File: src/asp_defines.svh
// Constants shared by both ends of the converter serial port.
// Assumes a 50 MHz system clock on both ends.
`ifndef ASP_DEFINES_SVH
`define ASP_DEFINES_SVH
// ****************************************
// Clock and timing
// ****************************************
`define ASP_CLK_HZ      64'd50000000
`define ASP_FMCLK_HZ    64'd76800
`define ASP_CYC_MIN(n)  ((((n)*`ASP_CLK_HZ)+`ASP_FMCLK_HZ-64'd1)/`ASP_FMCLK_HZ)
`define ASP_CYC_MAX(n)  (((n)*`ASP_CLK_HZ)/`ASP_FMCLK_HZ)
`define ASP_BSY_MCLK    64'd4
`define ASP_QUIET_MCLK  64'd4
`define ASP_RDYH_MCLK   64'd4
`define ASP_SYNC_MCLK   64'd4
`define ASP_SYNCH_MCLK  64'd5
`define ASP_WRGAP_MCLK  64'd3
`define ASP_RST_MCLK    64'd11550
`define ASP_INTRD_X2    64'd3
`define ASP_CLK_NS      64'd20
`define ASP_REL0_NS     64'd10
`define ASP_REL1_NS     64'd100
`define ASP_NS_CYC(t)   (((t)+`ASP_CLK_NS-64'd1)/`ASP_CLK_NS)
`define ASP_HALF_CYC    4'h8
// ****************************************
// Device registers and fields
// ****************************************
`define ASP_RA_STAT     7'h00
`define ASP_RA_CONV     7'h01
`define ASP_RA_FIFO     7'h02
`define ASP_RA_IOC      7'h03
`define ASP_RA_DATA     7'h04
`define ASP_RA_ERR      7'h05
`define ASP_CMD_RD      7
`define ASP_CV_4W       0
`define ASP_CV_DLY      1
`define ASP_CV_CONT     2
`define ASP_CV_STBY     3
`define ASP_CV_SRST     4
`define ASP_CV_CRC      5
`define ASP_EXIT_CONT   8'h5A
`define ASP_FIFO_DEPTH  3'h4
// ****************************************
// Host controller registers
// ****************************************
`define ASP_HR_TX       8'h00
`define ASP_HR_CTRL     8'h04
`define ASP_HR_STAT     8'h08
`define ASP_HR_IST      8'h0C
`define ASP_HR_ICLR     8'h10
`define ASP_HR_IEN      8'h14
`endif

File: src/asp_pkg.sv
// Types and the pin filter of the converter serial port.
// Assumes asp_defines.svh is on the include path.
package asp_pkg;
  typedef enum logic [1:0] {
    H_IDLE  = 2'b00,
    H_LEAD  = 2'b01,
    H_SHIFT = 2'b10,
    H_TAIL  = 2'b11
  } asp_hst_t;

  typedef struct packed {
    logic [3:0]      s1, s2, s3, pv;
    logic            act;
    logic [3:0]      bits;
    logic [7:0]      shi, cmd, sho;
    logic            dout, oe, irq;
    logic [5:0]      ctl;
    logic [1:0]      isel;
    logic [2:0]      wm;
    logic [3:0][7:0] fifo;
    logic [1:0]      wp, rp;
    logic [2:0]      cnt;
    logic [7:0]      last, pdat;
    logic            rdy_n, pend;
    logic [11:0]     rdyh, bsy, qt, syn;
    logic [2:0]      rel;
  } asp_dev_st_t;

  typedef struct packed {
    logic [1:0]  s1, s2, s3, pv;
    asp_hst_t    st;
    logic [3:0]  div;
    logic [4:0]  nb;
    logic [15:0] sh, rx;
    logic [16:0] ptx;
    logic        pend, len8, fw;
    logic [23:0] gap;
    logic        sclk, cs_n, mosi, sync_n;
    logic [11:0] syn;
    logic [2:0]  ist, ien;
    logic        irq;
    logic [31:0] rdata;
  } asp_host_st_t;

  // A pin takes a new level once the second and third stages agree.
  function automatic logic [3:0] asp_filt(input logic [3:0] a, input logic [3:0] b,
                                          input logic [3:0] p);
    asp_filt = (a & b) | (p & (a ^ b));
  endfunction : asp_filt
endpackage : asp_pkg

File: src/asp_link_if.sv
// Serial link between the converter port and its host controller.
// The data-out wire floats high through a pull-up when undriven.
`timescale 1ns/1ps
interface asp_link_if;
  logic sclk;
  logic cs_n;
  logic mosi;
  logic sync_n;
  logic miso;
  logic miso_oe;
  logic miso_w;
  logic irq;
  assign miso_w = miso_oe ? miso : 1'b1;
  modport dev  (input sclk, cs_n, mosi, sync_n, output miso, miso_oe, irq);
  modport host (output sclk, cs_n, mosi, sync_n, input miso_w, irq);
endinterface : asp_link_if

File: src/asp_dev.sv
// Converter end of the serial port: mode 3 slave, control registers,
// a small result FIFO with ready, watermark and clear handling.
// Assumes the link pins are asynchronous to clk_i.
// Behaviour
// - Mode 3: drive on fall, sample on rise.
// - Four-wire select resets 0; 1 enables framing.
// - Release delay select only in 3-wire.
// - 4-wire: output tristated while select high.
// - 3-wire: select still gates the output.
// - Continuous read shifts results without command.
// - Host waits after soft reset transaction.
// - Host holds sync low four periods; asp_host holds it low five.
// - Standby exit resumes within 36 periods.
// - FIFO busy drives ready high four periods.
// - Host waits 1.5 periods after interrupt.
// - Host may read right after ready falls.
// - No ready rise within four after read.
// - FIFO clear completes within eight periods.
// - Routing 0 puts ready and FIFO interrupt.
// - Host spaces control writes three to four.
// - Ready pulses high four before new low.
`timescale 1ns/1ps
`include "asp_defines.svh"
module asp_dev (
  // Clock and reset
  input  wire logic       clk_i,
  input  wire logic       rst_i,
  // Conversion results
  input  wire logic [7:0] conv_data_i,
  input  wire logic       conv_valid_i,
  // Mode status
  output logic            standby_o,
  output logic            continuous_read_en_o,
  // Serial link
  asp_link_if.dev         lnk
);
  import asp_pkg::*;

  // ****************************************
  // Timing counts
  // ****************************************
  localparam logic [11:0] BSY_C  = 12'(`ASP_CYC_MIN(`ASP_BSY_MCLK));
  localparam logic [11:0] QT_C   = 12'(`ASP_CYC_MIN(`ASP_QUIET_MCLK));
  localparam logic [11:0] RDYH_C = 12'(`ASP_CYC_MIN(`ASP_RDYH_MCLK));
  localparam logic [11:0] SYNC_C = 12'(`ASP_CYC_MIN(`ASP_SYNC_MCLK));
  localparam logic [2:0]  REL0_C = 3'(`ASP_NS_CYC(`ASP_REL0_NS));
  localparam logic [2:0]  REL1_C = 3'(`ASP_NS_CYC(`ASP_REL1_NS));

  localparam asp_dev_st_t RST_V = '{s1: 4'hF, s2: 4'hF, s3: 4'hF, pv: 4'hF,
                                    rdy_n: 1'b1, irq: 1'b1, default: '0};

  asp_dev_st_t q;
  asp_dev_st_t d;
  logic        fall;
  logic        rise;
  logic        csr;
  logic        fw;
  logic        cont;
  logic        din;
  logic        fr_end;
  logic        push;
  logic        pop;
  logic        clr;
  logic        wmf;
  logic [7:0]  byt;
  logic [7:0]  v;

  // ****************************************
  // Next state
  // ****************************************
  always_comb begin
    d      = q;
    fr_end = 1'b0;
    push   = 1'b0;
    pop    = 1'b0;
    clr    = 1'b0;
    v      = 8'h00;
    d.s1   = {lnk.sync_n, lnk.mosi, lnk.cs_n, lnk.sclk};
    d.s2   = q.s1;
    d.s3   = q.s2;
    d.pv   = asp_filt(q.s2, q.s3, q.pv);
    fall   = q.pv[0] & ~d.pv[0];
    rise   = ~q.pv[0] & d.pv[0];
    csr    = ~q.pv[1] & d.pv[1];
    fw     = q.ctl[`ASP_CV_4W];
    cont   = q.ctl[`ASP_CV_CONT];
    din    = d.pv[2];
    byt    = {q.shi[6:0], din};
    wmf    = (q.wm != 3'h0) && (q.cnt >= q.wm);

    if (q.bsy != 12'h000) begin
      d.bsy = q.bsy - 12'h001;
    end
    if (q.qt != 12'h000) begin
      d.qt = q.qt - 12'h001;
    end
    if (q.rel != 3'h0) begin
      d.rel = q.rel - 3'h1;
    end
    if (q.rdyh != 12'h000) begin
      d.rdyh = q.rdyh - 12'h001;
      if (q.rdyh == 12'h001) begin
        d.rdy_n = 1'b0;
      end
    end

    // A held result enters the FIFO only outside a read and its quiet time.
    if (q.pend && !q.act && q.qt == 12'h000 && q.bsy == 12'h000) begin
      d.pend = 1'b0;
      d.bsy  = BSY_C;
      push   = 1'b1;
    end

    // Results are taken at once after standby is left.
    if (conv_valid_i && !q.ctl[`ASP_CV_STBY]) begin
      d.last = conv_data_i;
      d.pdat = conv_data_i;
      d.pend = 1'b1;
      if (!q.rdy_n) begin
        d.rdy_n = 1'b1;
        d.rdyh  = RDYH_C;
      end else begin
        d.rdy_n = 1'b0;
        d.rdyh  = 12'h000;
      end
    end

    // ****************************************
    // Serial shifter
    // ****************************************
    if (fw && csr) begin
      d.act  = 1'b0;
      d.bits = 4'h0;
    end else if (fall && !(fw && d.pv[1])) begin
      v      = q.act ? q.sho : (cont ? q.last : 8'h00);
      d.dout = v[7];
      d.sho  = {v[6:0], 1'b0};
      d.act  = 1'b1;
    end else if (rise && q.act) begin
      d.shi  = byt;
      d.bits = q.bits + 4'h1;
      if (q.bits == 4'h7 && cont) begin
        fr_end  = 1'b1;
        d.rdy_n = 1'b1;
        if (byt == `ASP_EXIT_CONT) begin
          d.ctl[`ASP_CV_CONT] = 1'b0;
        end
      end else if (q.bits == 4'h7) begin
        d.cmd = byt;
        case (byt[6:0])
          `ASP_RA_STAT: d.sho = {q.cnt, wmf, q.rdy_n, q.pend, 2'b00};
          `ASP_RA_CONV: d.sho = {2'b00, q.ctl};
          `ASP_RA_FIFO: d.sho = {5'h00, q.wm};
          `ASP_RA_IOC:  d.sho = {6'h00, q.isel};
          `ASP_RA_DATA: d.sho = (q.cnt != 3'h0) ? q.fifo[q.rp] : q.last;
          default:      d.sho = 8'h00;
        endcase
      end else if (q.bits == 4'hF) begin
        fr_end = 1'b1;
        if (q.cmd[`ASP_CMD_RD]) begin
          if (q.cmd[6:0] == `ASP_RA_DATA) begin
            d.rdy_n = 1'b1;
            pop     = (q.cnt != 3'h0);
          end
        end else begin
          case (q.cmd[6:0])
            `ASP_RA_CONV: begin
              if (byt[`ASP_CV_SRST]) begin
                d.ctl  = 6'h00;
                d.isel = 2'b00;
                d.wm   = 3'h0;
                clr    = 1'b1;
              end else begin
                d.ctl = byt[5:0];
              end
            end
            `ASP_RA_FIFO: begin
              d.wm = byt[2:0];
              clr  = 1'b1;
            end
            `ASP_RA_IOC: d.isel = byt[1:0];
            default: d.isel = q.isel;
          endcase
        end
      end
    end

    if (fr_end) begin
      d.act  = 1'b0;
      d.bits = 4'h0;
      d.qt   = QT_C;
      d.rel  = q.ctl[`ASP_CV_DLY] ? REL1_C : REL0_C;
    end

    // A result that lands as a read ends still marks data ready.
    if (fr_end && conv_valid_i && !q.ctl[`ASP_CV_STBY] && q.rdy_n) begin
      d.rdy_n = 1'b0;
    end

    // ****************************************
    // Sync pulse and FIFO
    // ****************************************
    if (!d.pv[3]) begin
      if (q.syn != SYNC_C) begin
        d.syn = q.syn + 12'h001;
      end
      if (q.syn == SYNC_C - 12'h001) begin
        clr = 1'b1;
      end
    end else begin
      d.syn = 12'h000;
    end

    if (clr) begin
      d.wp   = 2'b00;
      d.rp   = 2'b00;
      d.cnt  = 3'h0;
      d.pend = 1'b0;
    end else begin
      if (push && q.cnt != `ASP_FIFO_DEPTH) begin
        d.fifo[q.wp] = q.pdat;
        d.wp         = q.wp + 2'b01;
      end
      if (pop) begin
        d.rp = q.rp + 2'b01;
      end
      d.cnt = q.cnt + 3'((push && q.cnt != `ASP_FIFO_DEPTH) ? 1 : 0)
                    - 3'(pop ? 1 : 0);
    end

    // ****************************************
    // Pins
    // ****************************************
    // The busy level waits out the quiet time, so a read never ends in a rising output.
    if (!d.act && d.bsy != 12'h000 && d.qt == 12'h000) begin
      d.dout = 1'b1;
    end
    if (fw) begin
      d.oe = ~d.pv[1];
    end else begin
      d.oe = ~d.pv[1] & (d.act | d.rel != 3'h0 | d.bsy != 12'h000);
    end
    case (q.isel)
      2'b00:   d.irq = d.rdy_n | wmf;
      2'b01:   d.irq = d.rdy_n;
      2'b10:   d.irq = wmf;
      default: d.irq = 1'b1;
    endcase
  end

  // ****************************************
  // State register
  // ****************************************
  always_ff @(posedge clk_i or posedge rst_i) begin
    if (rst_i) begin
      q <= RST_V;
    end else begin
      q <= d;
    end
  end

  assign lnk.miso    = q.dout;
  assign lnk.miso_oe = q.oe;
  assign lnk.irq     = q.irq;
  assign standby_o   = q.ctl[`ASP_CV_STBY];
  assign continuous_read_en_o = q.ctl[`ASP_CV_CONT];
endmodule : asp_dev

File: src/flat_wrapper.sv
// flat-port wrapper written by rule: the top's interface ports become plain ports
module asp_dev_flat import asp_pkg::*;
  (clk_i, rst_i, conv_data_i, conv_valid_i, standby_o, continuous_read_en_o, lnk_sclk, lnk_cs_n, lnk_mosi, lnk_sync_n, lnk_miso, lnk_miso_oe, lnk_irq);
  asp_link_if lnk_i ();
  input  wire logic clk_i;
  input  wire logic rst_i;
  input  wire logic [7:0] conv_data_i;
  input  wire logic conv_valid_i;
  output logic standby_o;
  output logic continuous_read_en_o;
  input wire logic [$bits(lnk_i.sclk)-1:0] lnk_sclk;
  input wire logic [$bits(lnk_i.cs_n)-1:0] lnk_cs_n;
  input wire logic [$bits(lnk_i.mosi)-1:0] lnk_mosi;
  input wire logic [$bits(lnk_i.sync_n)-1:0] lnk_sync_n;
  output wire logic [$bits(lnk_i.miso)-1:0] lnk_miso;
  output wire logic [$bits(lnk_i.miso_oe)-1:0] lnk_miso_oe;
  output wire logic [$bits(lnk_i.irq)-1:0] lnk_irq;
  assign lnk_i.sclk = lnk_sclk;
  assign lnk_i.cs_n = lnk_cs_n;
  assign lnk_i.mosi = lnk_mosi;
  assign lnk_i.sync_n = lnk_sync_n;
  assign lnk_miso = lnk_i.miso;
  assign lnk_miso_oe = lnk_i.miso_oe;
  assign lnk_irq = lnk_i.irq;
  asp_dev u_core (.clk_i(clk_i), .rst_i(rst_i), .conv_data_i(conv_data_i), .conv_valid_i(conv_valid_i), .standby_o(standby_o), .continuous_read_en_o(continuous_read_en_o), .lnk(lnk_i));
endmodule
File: config.mk
export PLATFORM = sky130hd
export DESIGN_NAME = asp_dev_flat
export DESIGN_NICKNAME = d
export VERILOG_FILES = /design/src/asp_pkg.sv /design/src/asp_link_if.sv /design/src/asp_dev.sv /design/src/flat_wrapper.sv
export VERILOG_INCLUDE_DIRS = /design/src
export SDC_FILE = /design/constraint.sdc
export NUM_CORES = 1
export LEC_CHECK = 0
export ABC_CLOCK_PERIOD_IN_PS = 6100
export BUFFER_PORTS_ARGS = -buffer_cell sky130_fd_sc_hd__buf_4
export CORE_MARGIN = 8
export CORE_UTILIZATION = 60
export CTS_CLUSTER_DIAMETER = 80
export DETAILED_ROUTE_END_ITERATION = 6
export PLACE_DENSITY = 0.8
export SLEW_MARGIN = 30
export SYNTH_ARGS = -nofsm -noshare
export SYNTH_HDL_FRONTEND = slang
export SYNTH_SLANG_ARGS = --single-unit
File: constraint.sdc
create_clock -name clk_i -period 6.1 [get_ports clk_i]
set_clock_uncertainty 0.1 [all_clocks]
set_input_delay 1.22 -clock clk_i [delete_from_list [all_inputs] [get_ports clk_i]]
set_output_delay 1.22 -clock clk_i [all_outputs]
set_load 0.05 [all_outputs]
==> reports/qor.yml, run 1 <==
cp-end-kind: "flop"
antenna_found_initial: 0
synth.net_count: 811
regToRegStartpoint: "u_core.q[150]"
cellLeakagePower_nw: 3.97
grt_pass1_wl_um: 29900
synth_mux_area_share_pct: 8.61
status: "completed"
cts_made_buffers: 17
internal-power_mw: 2.19
critPathLaunch: "u_core.q[150]"
via_per_inst: 6.08
pwr-share-clk_pct: 31.6
cts_root_buf: "clkbuf_16"
crit_required_ns: 6.28
ios: 20
postCtsSetupBuffers: 0
gp_congestion: 0.889
die-area_mm2: 0.0171
final_common_cell: "dfrtp_1"
cts.reportedPaths.clkPinSlew_ns: 0.06
dp_hpwl_um: 12000
ir_drop_v: 0.000292
track_usage_pct: 22.4
combPwrFrac_pct: 24.4
setup_violations: 0
tightest_slew_ns: 0.875
final.period_utilization_pct: 59.9
maxCapViolations: 0
switchingPower_mw: 1.15
yosys.area_share.simple_pct: 20.7
wl_um: 17500
cts_resized: 0
async_flop_share_pct: 100
wl_per_cell_um: 18.0
syn_inst: 770
start_util_pct: 60.5
synth_ff_type: "dfrtp_1"
synth-edff-count: 0
port-buffer-count: 19
final_util_pct: 67.2
core-area_mm2: 0.0131
worstPathMaxFanout: 21
synthDistinctLibCells: 69
p_seq_share_pct: 44.0
h-tree-depth: 4
firstDrtPassIters: 7
p_sw_share_pct: 34.4
slew_viol_final: 0
n_antenna_cell: 0
max_freq_mhz: 274
synth-seq-cells: 157
worstPathArrival_ns: 3.84
clk_latency_ns: 0.43
drive_gt1_share_pct: 16.6
worstSetupPathType: "flop to flop"
die_x_um: 131
yosys_warnings: 0
ant_nets: 0
slew_headroom_pct: 41.7
total_power_mw: 3.33
fin_crit_ns: 3.65
synthAdderAreaFrac_pct: 4.20
synth_top_family_by_area: "simple AND/OR/NAND/NOR gates"
hp-class: "flop to flop"
start_kind: "flop"
syn_to_final_growth_pct: 11.1
cts_buffer_depth: 2
yosysTopAreaCellShare_pct: 43.9
overflow: 0
synth_xor_area_share_pct: 3.21
dieHeight_um: 131
synth_largest_area_cell: "dfrtp_1"
final_cell_mix: "139 x dfrtp_1, 111 x nand2_1, 65 x nor2_1"
hp-start: "u_core.d[161]"
powerDensity_mw_per_mm2: 379
nNetsFinal: 827
grt_pass1_vias: 6050
synth_area_per_cell_um2: 10.3
hold_buffers: 0
synth-seq-area-share_pct: 49.9
drtIter0Drc: 417
ys_top_cells_by_area: "dfrtp_1 44%, dfstp_2 6.0%, nand2_1 5.3%"
finalHoldViolCount: 0
drc: 0
synth-compound-area-share_pct: 10.7
rsz0062_at_grt: "no"
cts_tree: "done"
grt_max_degree: 95
num_rows: 42
clock_sinks: 157
num_vias: 5928
synth_area_mm2: 0.00792
setup_tns_ns: 0
[state kept, by name, indices dropped and copies added (netlist names)]
name / flops
u_core.q: 136
u_core.d: 8
u_core.byt: 7
u_core.continuous_read_en_o: 1
u_core.fw: 1
u_core.lnk.irq: 1
u_core.lnk.miso: 1
u_core.lnk.miso_oe: 1
u_core.standby_o: 1
[cells by family after synthesis]
group / Yosys count
fa+ha+maj: 26
mux: 53
xor+xnor: 29
flops: 157
simple gates: 321
compound gates: 130
buf+inv: 54
[cells in the mapped netlist (8+ instances only)]
library cell	instances
nor2_1	65
o31ai_1	8
inv_1	27
mux4_2	8
ha_1	25
or4_1	8
nand2_1	111
xor2_1	15
nor4_1	8
clkbuf_1	19
mux2i_1	10
xnor2_1	14
o22ai_1	11
a21oi_1	29
o21ai_0	30
dfrtp_1	139
mux2_2	32
and3_1	10
dfstp_2	18
nor3_1	20
nor2b_1	8
a211oi_1	10
nand3_1	22
or3_1	13
nand2b_1	8
[critical path, stage by stage, from the launching register on]
cell and delay [ns]:
dfrtp_1 0.73, and3b_1 0.29, nand2_1 0.29, nor4b_1 0.73
ha_1 0.37, inv_1 0.06, ha_1 0.13, inv_1 0.04
fa_1 0.38, xor2_1 0.19, xnor2_1 0.14, nor2_1 0.05
[layout make-up]
class	count	area [um2]
well taps	176	220
repair buffers	23	173
fillers	967	4290
multi-input cells	559	3750
flip-flops and latches	157	3950
clock buffers	17	425
inverters	28	110
clock inverters	15	161
[per-stage QoR]
stage	worst slack, ns	hold slack [ns]	area, um2	std cells
after global routing	2.17	0.259	8790	975
after floorplan	0.575	0.245	7920	770
after CTS	2.46	0.258	8790	975
after detailed placement	2.47	0.249	8210	943
after global placement	2.69	0.249	8210	943
final	2.45	0.257	8790	975
[power groups by stage]
stage	Combinational (mW)	Clock, mW	Sequential [mW]
after floorplan	0.649	0	1.41
after global placement	0.753	0	1.46
after detailed placement	0.800	0	1.47
after CTS	0.810	1.07	1.46
after global routing	0.914	1.12	1.50
final	0.813	1.05	1.47
[routing by layer]
| layer | global-route usage, % | vias to the layer above | wire [um] |
|---|---|---|---|
| met1 | 28.1 | 2992 | 7630 |
| met5 | 0 | - | 0 |
| met3 | 5.19 | 35 | 695 |
| li1 | - | 2757 | - |
| met2 | 36.7 | 144 | 8800 |
| met4 | 9.45 | 0 | 405 |
[worst paths after layout]
| path | end | slack (ns) | cells after the start |
|---|---|---|---|
| setup / recovery | u_core.q[71] | 2.45 | 11 |
| hold reg to reg | u_core.d[157] | 0.26 | 0 |
| max in group asynchronous | u_core.q[40] | 3.68 | 3 |
| min in group asynchronous | u_core.q[9] | 0.85 | 2 |
| hold / removal | u_core.d[157] | 0.26 | 0 |
| setup reg to reg | u_core.q[71] | 2.45 | 11 |
Power figures use the tool's default switching activity.
==> run 2, diff against run 1 <==
Settings changed: ABC_CLOCK_PERIOD_IN_PS 6100 to 3600.
Clock period 6.1 ns to 3.6 ns, I/O delays scaled along.
==> run 2 against run 1 <==
  * Setup slack worse by 2.2 ns
  * Non-clock buffer count increased by 11
  * First-iteration DRC count increased by 8.2%
  * Critical path type unchanged
  * Largest cell class unchanged
==> reports/qor.yml, run 2 (same netlist as run 1, synthesis figures left out) <==
powerDensity_mw_per_mm2: 644  # +70%
overflow: 0  # unchanged
largest_reg_flops: 136  # unchanged
firstDrtPassIters: 4  # -3
r2r_slack_ns: 0.21  # -2.23 ns
num_rows: 42  # unchanged
grt_pass1_vias: 6119  # +1.1%
total_power_mw: 5.74  # +72%
cts.reportedPaths.clkPinSlew_ns: 0.06  # about the same
ios: 20  # unchanged
tightest_slew_ns: 0.875  # -0.000495 ns
num_vias: 5970  # +0.71%
cellLeakagePower_nw: 4.02  # +1.2%
ir_drop_v: 0.000456  # +56%
post-place-cells: 954  # +1.2%
setup_tns_ns: 0  # unchanged
worst_path_dominant_cell_family: "simple AND/OR/NAND/NOR gates"
crit_required_ns: 3.81  # -2.47 ns
final_cell_mix: "139 x dfrtp_1, 111 x nand2_1, 65 x nor2_1"
reg2reg_to: "u_core.q[71]"
setup_violations: 0  # unchanged
hp-class: "primary input to asynchronous set/reset pin"
wl_um: 17700  # +0.70%
via_per_inst: 6.05  # -0.42%
core-area_mm2: 0.0131  # unchanged
cts_tree: "done"
grt_pass1_wl_um: 29800  # -0.18%
fin_cells: 986  # +1.1%
cts_root_buf: "clkbuf_16"
grt_max_degree: 83  # -13%
dp_hpwl_um: 12100  # +1.2%
track_usage_pct: 22.3  # -0.15 points
r2r_cells: 13  # +2
h-tree-depth: 4  # unchanged
slew_viol_final: 0  # unchanged
clock_sinks: 157  # unchanged
regToRegStartpoint: "u_core.q[27]"
path_buf_inv: 2  # unchanged
cp_num_cells: 13  # +2
max_stage_delay_ns: 0.53  # -0.20 ns
nNetsFinal: 838  # +1.3%
gp_congestion: 0.868  # -2.4%
worstPathArrival_ns: 3.60  # -0.24 ns
worstPathMaxFanout: 7  # -67%
fin_crit_ns: 3.39  # -0.265 ns
timing.critical_path.cells: "inv_1 -> ha_2 -> or3b_2 -> nor3_1 -> nand3_1 -> or4_1 -> nor2_1 -> ha_1 -> inv_1 -> fa_1 -> xor2_1 -> xnor2_1 -> nor2_1"
port-buffer-count: 19  # unchanged
cp-end-kind: "flop"
final_common_cell: "dfrtp_1"
dieHeight_um: 131  # unchanged
wl_per_cell_um: 17.9  # -0.42%
drtIter0Drc: 451  # +8.2%
cts_buffer_depth: 2  # unchanged
drive_gt1_share_pct: 17.8  # +1.1 points
final.period_utilization_pct: 94.1  # +34 points
hold_buffers: 0  # unchanged
crit_path_top_delay_cell: "or4_1"
die_x_um: 131  # unchanged
start_kind: "flop"
n_antenna_cell: 0  # unchanged
top_register: "u_core.q"
rsz0062_at_grt: "no"
antenna_found_initial: 0  # unchanged
max_freq_mhz: 295  # +7.8%
slew_headroom_pct: 41.7  # about the same
maxCapViolations: 0  # unchanged
die-area_mm2: 0.0171  # unchanged
syn_to_final_growth_pct: 12.6
finalHoldViolCount: 0  # unchanged
clk_latency_ns: 0.43  # about the same
drc: 0  # unchanged
status: "completed"
worstSetupPathType: "flop to flop"
start_util_pct: 60.5  # unchanged
cts_made_buffers: 17  # unchanged
ant_nets: 0  # unchanged
==> run 2: power by group <==
part | switching [mW] | internal, mW | leakage (nW)
logic | 0.817 | 0.605 | 1.75
registers | 0.393 | 2.09 | 1.99
clock network | 0.724 | 1.11 | 0.278
total | 1.93 | 3.81 | 4.02
==> run 2: how the worst max path moves through the flow <==
stage | end | startpoint
floorplan | u_core.q[71] | u_core.q[15]
global placement | u_core.q[71] | u_core.q[27]
detailed placement | u_core.q[71] | u_core.q[27]
CTS | u_core.q[71] | u_core.q[27]
global route | u_core.q[71] | u_core.q[27]
finish | u_core.q[71] | u_core.q[27]
==> run 2: repair_timing <==
item / CTS / global route
buffers inserted: 0 / 0
resized for setup: 0 / 1
endpoints found under the setup margin: 0 / 1
==> run 2: final cells by class <==
type                            count  area (um2)
Clock buffer                       19         443
Clock inverter                     13         166
Fill cell                         930        4170
Inverter                           28         109
Multi-Input combinational cell    559        3760
Sequential cell                   157        3950
Tap cell                          176         220
Timing Repair Buffer               34         268
==> run 2: per-stage QoR <==
stage	instance area [um2]	hold slack (ns)	setup slack, ns	util [%]
floorplan	7920	0.245	0.287	-
global placement	8300	0.248	0.318	63.4
detailed placement	8300	0.249	0.204	63.4
CTS	8910	0.161	0.202	68.1
global route	8910	0.182	0.0264	68.1
finish	8910	0.170	0.213	68.1
==> run 2: routing by layer <==
metal / global-route usage [%] / up-vias / routed length [um]
li1: - / 2792 / -
met1: 28.3 / 3014 / 7910
met2: 37.2 / 140 / 8750
met3: 5.19 / 24 / 750
met4: 6.68 / 0 / 253
met5: 0 / - / 0
==> run 3, diff against run 2 <==
Settings changed: ABC_CLOCK_PERIOD_IN_PS 3600 to 3200.
Clock period 3.6 ns to 3.2 ns, I/O delays scaled along.
==> run 3 against run 2 <==
  * Setup slack worse by 0.078 ns
  * Core utilization is 1.2 points higher
  * First-iteration DRC count is 6.0% higher
  * Highest routed layer unchanged
==> reports/qor.yml, run 3 (same netlist as run 1, synthesis figures left out) <==
core-area_mm2: 0.0131  # unchanged
cts_tree: "done"
rsz0062_at_grt: "no"
maxCapViolations: 0  # unchanged
ir_drop_v: 0.000592  # +30%
status: "completed"
fin_crit_ns: 3.07  # -0.322 ns
final_util_pct: 69.3  # +1.2 points
hold_buffers: 0  # unchanged
dp_hpwl_um: 12000  # -0.73%
multi_input_area_mm2: 0.00379  # +0.90%
largest_reg_flops: 136  # unchanged
antenna_found_initial: 0  # unchanged
nNetsFinal: 850  # +1.4%
track_usage_pct: 23.0  # +0.70 points
holdWs_ns: 0.180  # +0.0103 ns
die_x_um: 131  # unchanged
clock_sinks: 157  # unchanged
ios: 20  # unchanged
cts_root_buf: "clkbuf_16"
fillCellCount: 922  # -0.86%
cts.reportedPaths.clkPinSlew_ns: 0.07  # about the same
num_rows: 42  # unchanged
reg2reg_to: "u_core.q[71]"
grt_pass1_wl_um: 30400  # +1.9%
ant_nets: 0  # unchanged
max_freq_mhz: 326  # +11%
via_per_inst: 6.11  # +0.89%
r2r_cells: 12  # -1
h-tree-depth: 4  # unchanged
regToRegStartpoint: "u_core.q[15]"
r2r_slack_ns: 0.13  # -0.08 ns
num_vias: 6084  # +1.9%
port-buffer-count: 19  # unchanged
cp-end-kind: "flop"
ff_latch_area_mm2: 0.00395  # unchanged
drive_gt1_share_pct: 19.6  # +1.9 points
hp-class: "primary input to asynchronous set/reset pin"
placed_area_mm2: 0.00841  # +1.3%
clk_latency_ns: 0.43  # about the same
final_common_cell: "dfrtp_1"
top_register: "u_core.q"
cts_made_buffers: 17  # unchanged
setup_violations: 0  # unchanged
cts_buffer_depth: 2  # unchanged
finalInstanceArea_mm2: 0.00907  # +1.8%
postCtsSetupBuffers: 0  # unchanged
crit_path_top_delay_cell: "or4_4"
slew_viol_final: 0  # unchanged
n_antenna_cell: 0  # unchanged
grt_max_degree: 95  # +14%
powerDensity_mw_per_mm2: 739  # +15%
final.period_utilization_pct: 95.8  # +1.7 points
worstPathMaxFanout: 4  # -3
path_buf_inv: 2  # unchanged
drtIter0Drc: 478  # +6.0%
worstSetupPathType: "flop to flop"
gp_congestion: 0.874  # +0.67%
finalHoldViolCount: 0  # unchanged
timing.critical_path.cells: "inv_2 -> ha_4 -> or3b_2 -> or2_4 -> or4_4 -> nor2_1 -> ha_1 -> inv_1 -> fa_2 -> xor2_1 -> xnor2_1 -> nor2_1"
wl_per_cell_um: 18.1  # +0.94%
path_common_cell: "nor2_1"
wl_um: 18000  # +2.0%
worstPathArrival_ns: 3.28  # -0.32 ns
overflow: 0  # unchanged
start_util_pct: 60.5  # unchanged
tightest_slew_ns: 0.896  # +0.0212 ns
start_kind: "flop"
drc: 0  # unchanged
final_cell_mix: "139 x dfrtp_1, 111 x nand2_1, 65 x nor2_1"
worst_path_dominant_cell_family: "simple AND/OR/NAND/NOR gates"
cellLeakagePower_nw: 4.12  # +2.4%
max_stage_delay_ns: 0.51  # -0.02 ns
dieHeight_um: 131  # unchanged
slew_headroom_pct: 40.3  # -1.4 points
crit_required_ns: 3.42  # -0.39 ns
die-area_mm2: 0.0171  # unchanged
syn_to_final_growth_pct: 14.6
grt_pass1_vias: 6216  # +1.6%
firstDrtPassIters: 5  # +1
[run 3: metal layers]
metal	vias up	GRT usage, %	routed length [um]
li1	2829	-	-
met4	0	10.9	483
met3	42	5.36	945
met5	-	0	0
met1	3032	28.5	7610
met2	181	37.3	8960
[run 3: how the worst max path moves through the flow]
stage / to / from / depth (start not counted)
floorplan: u_core.q[71] / u_core.q[15] / 13
detailed placement: u_core.q[71] / u_core.q[28] / 13
global route: u_core.q[71] / u_core.q[15] / 12
CTS: u_core.q[71] / u_core.q[28] / 13
global placement: u_core.q[71] / u_core.q[28] / 13
finish: u_core.q[71] / u_core.q[15] / 12
[run 3: stage by stage]
stage               power [mW]  cells  setup WS [ns]  TNS [ns]
floorplan                 3.94    770        0.00612         0
global placement          4.33    966          0.101         0
detailed placement        4.46    966        -0.0188   -0.0188
CTS                       6.70    996        0.00392         0
global route              7.06    996         0.0174         0
finish                    6.70    996          0.135         0
[run 3: repair_timing]
| action | 4_1_cts | 5_1_grt |
|---|---|---|
| endpoints found under the setup margin | 1 | 2 |
| resized for setup | 1 | 5 |
| pin swaps | 0 | 2 |
[run 3: report_power, final]
part	internal, mW	leakage (nW)	total (mW)	switching [mW]
Clock	1.41	0.307	2.21	0.801
Sequential	2.35	1.99	2.77	0.418
Combinational	0.757	1.82	1.72	0.960
[run 3: worst register-to-register path: cells and delay by family, from the launching register on]
kind | cells | cell delay, ns
xor+xnor | 2 | 0.30
fa+ha+maj | 3 | 0.63
buf+inv | 2 | 0.14
flops | 1 | 0.39
simple gates | 5 | 1.39
[run 3: final cells by class]
cell class / instances / area share [%]
clock buffer: 19 / 4.99
tap: 176 / 2.43
multi-input combinational: 559 / 41.8
inverter: 28 / 1.20
timing repair buffer: 46 / 3.94
clock inverter: 11 / 2.11
sequential: 157 / 43.6
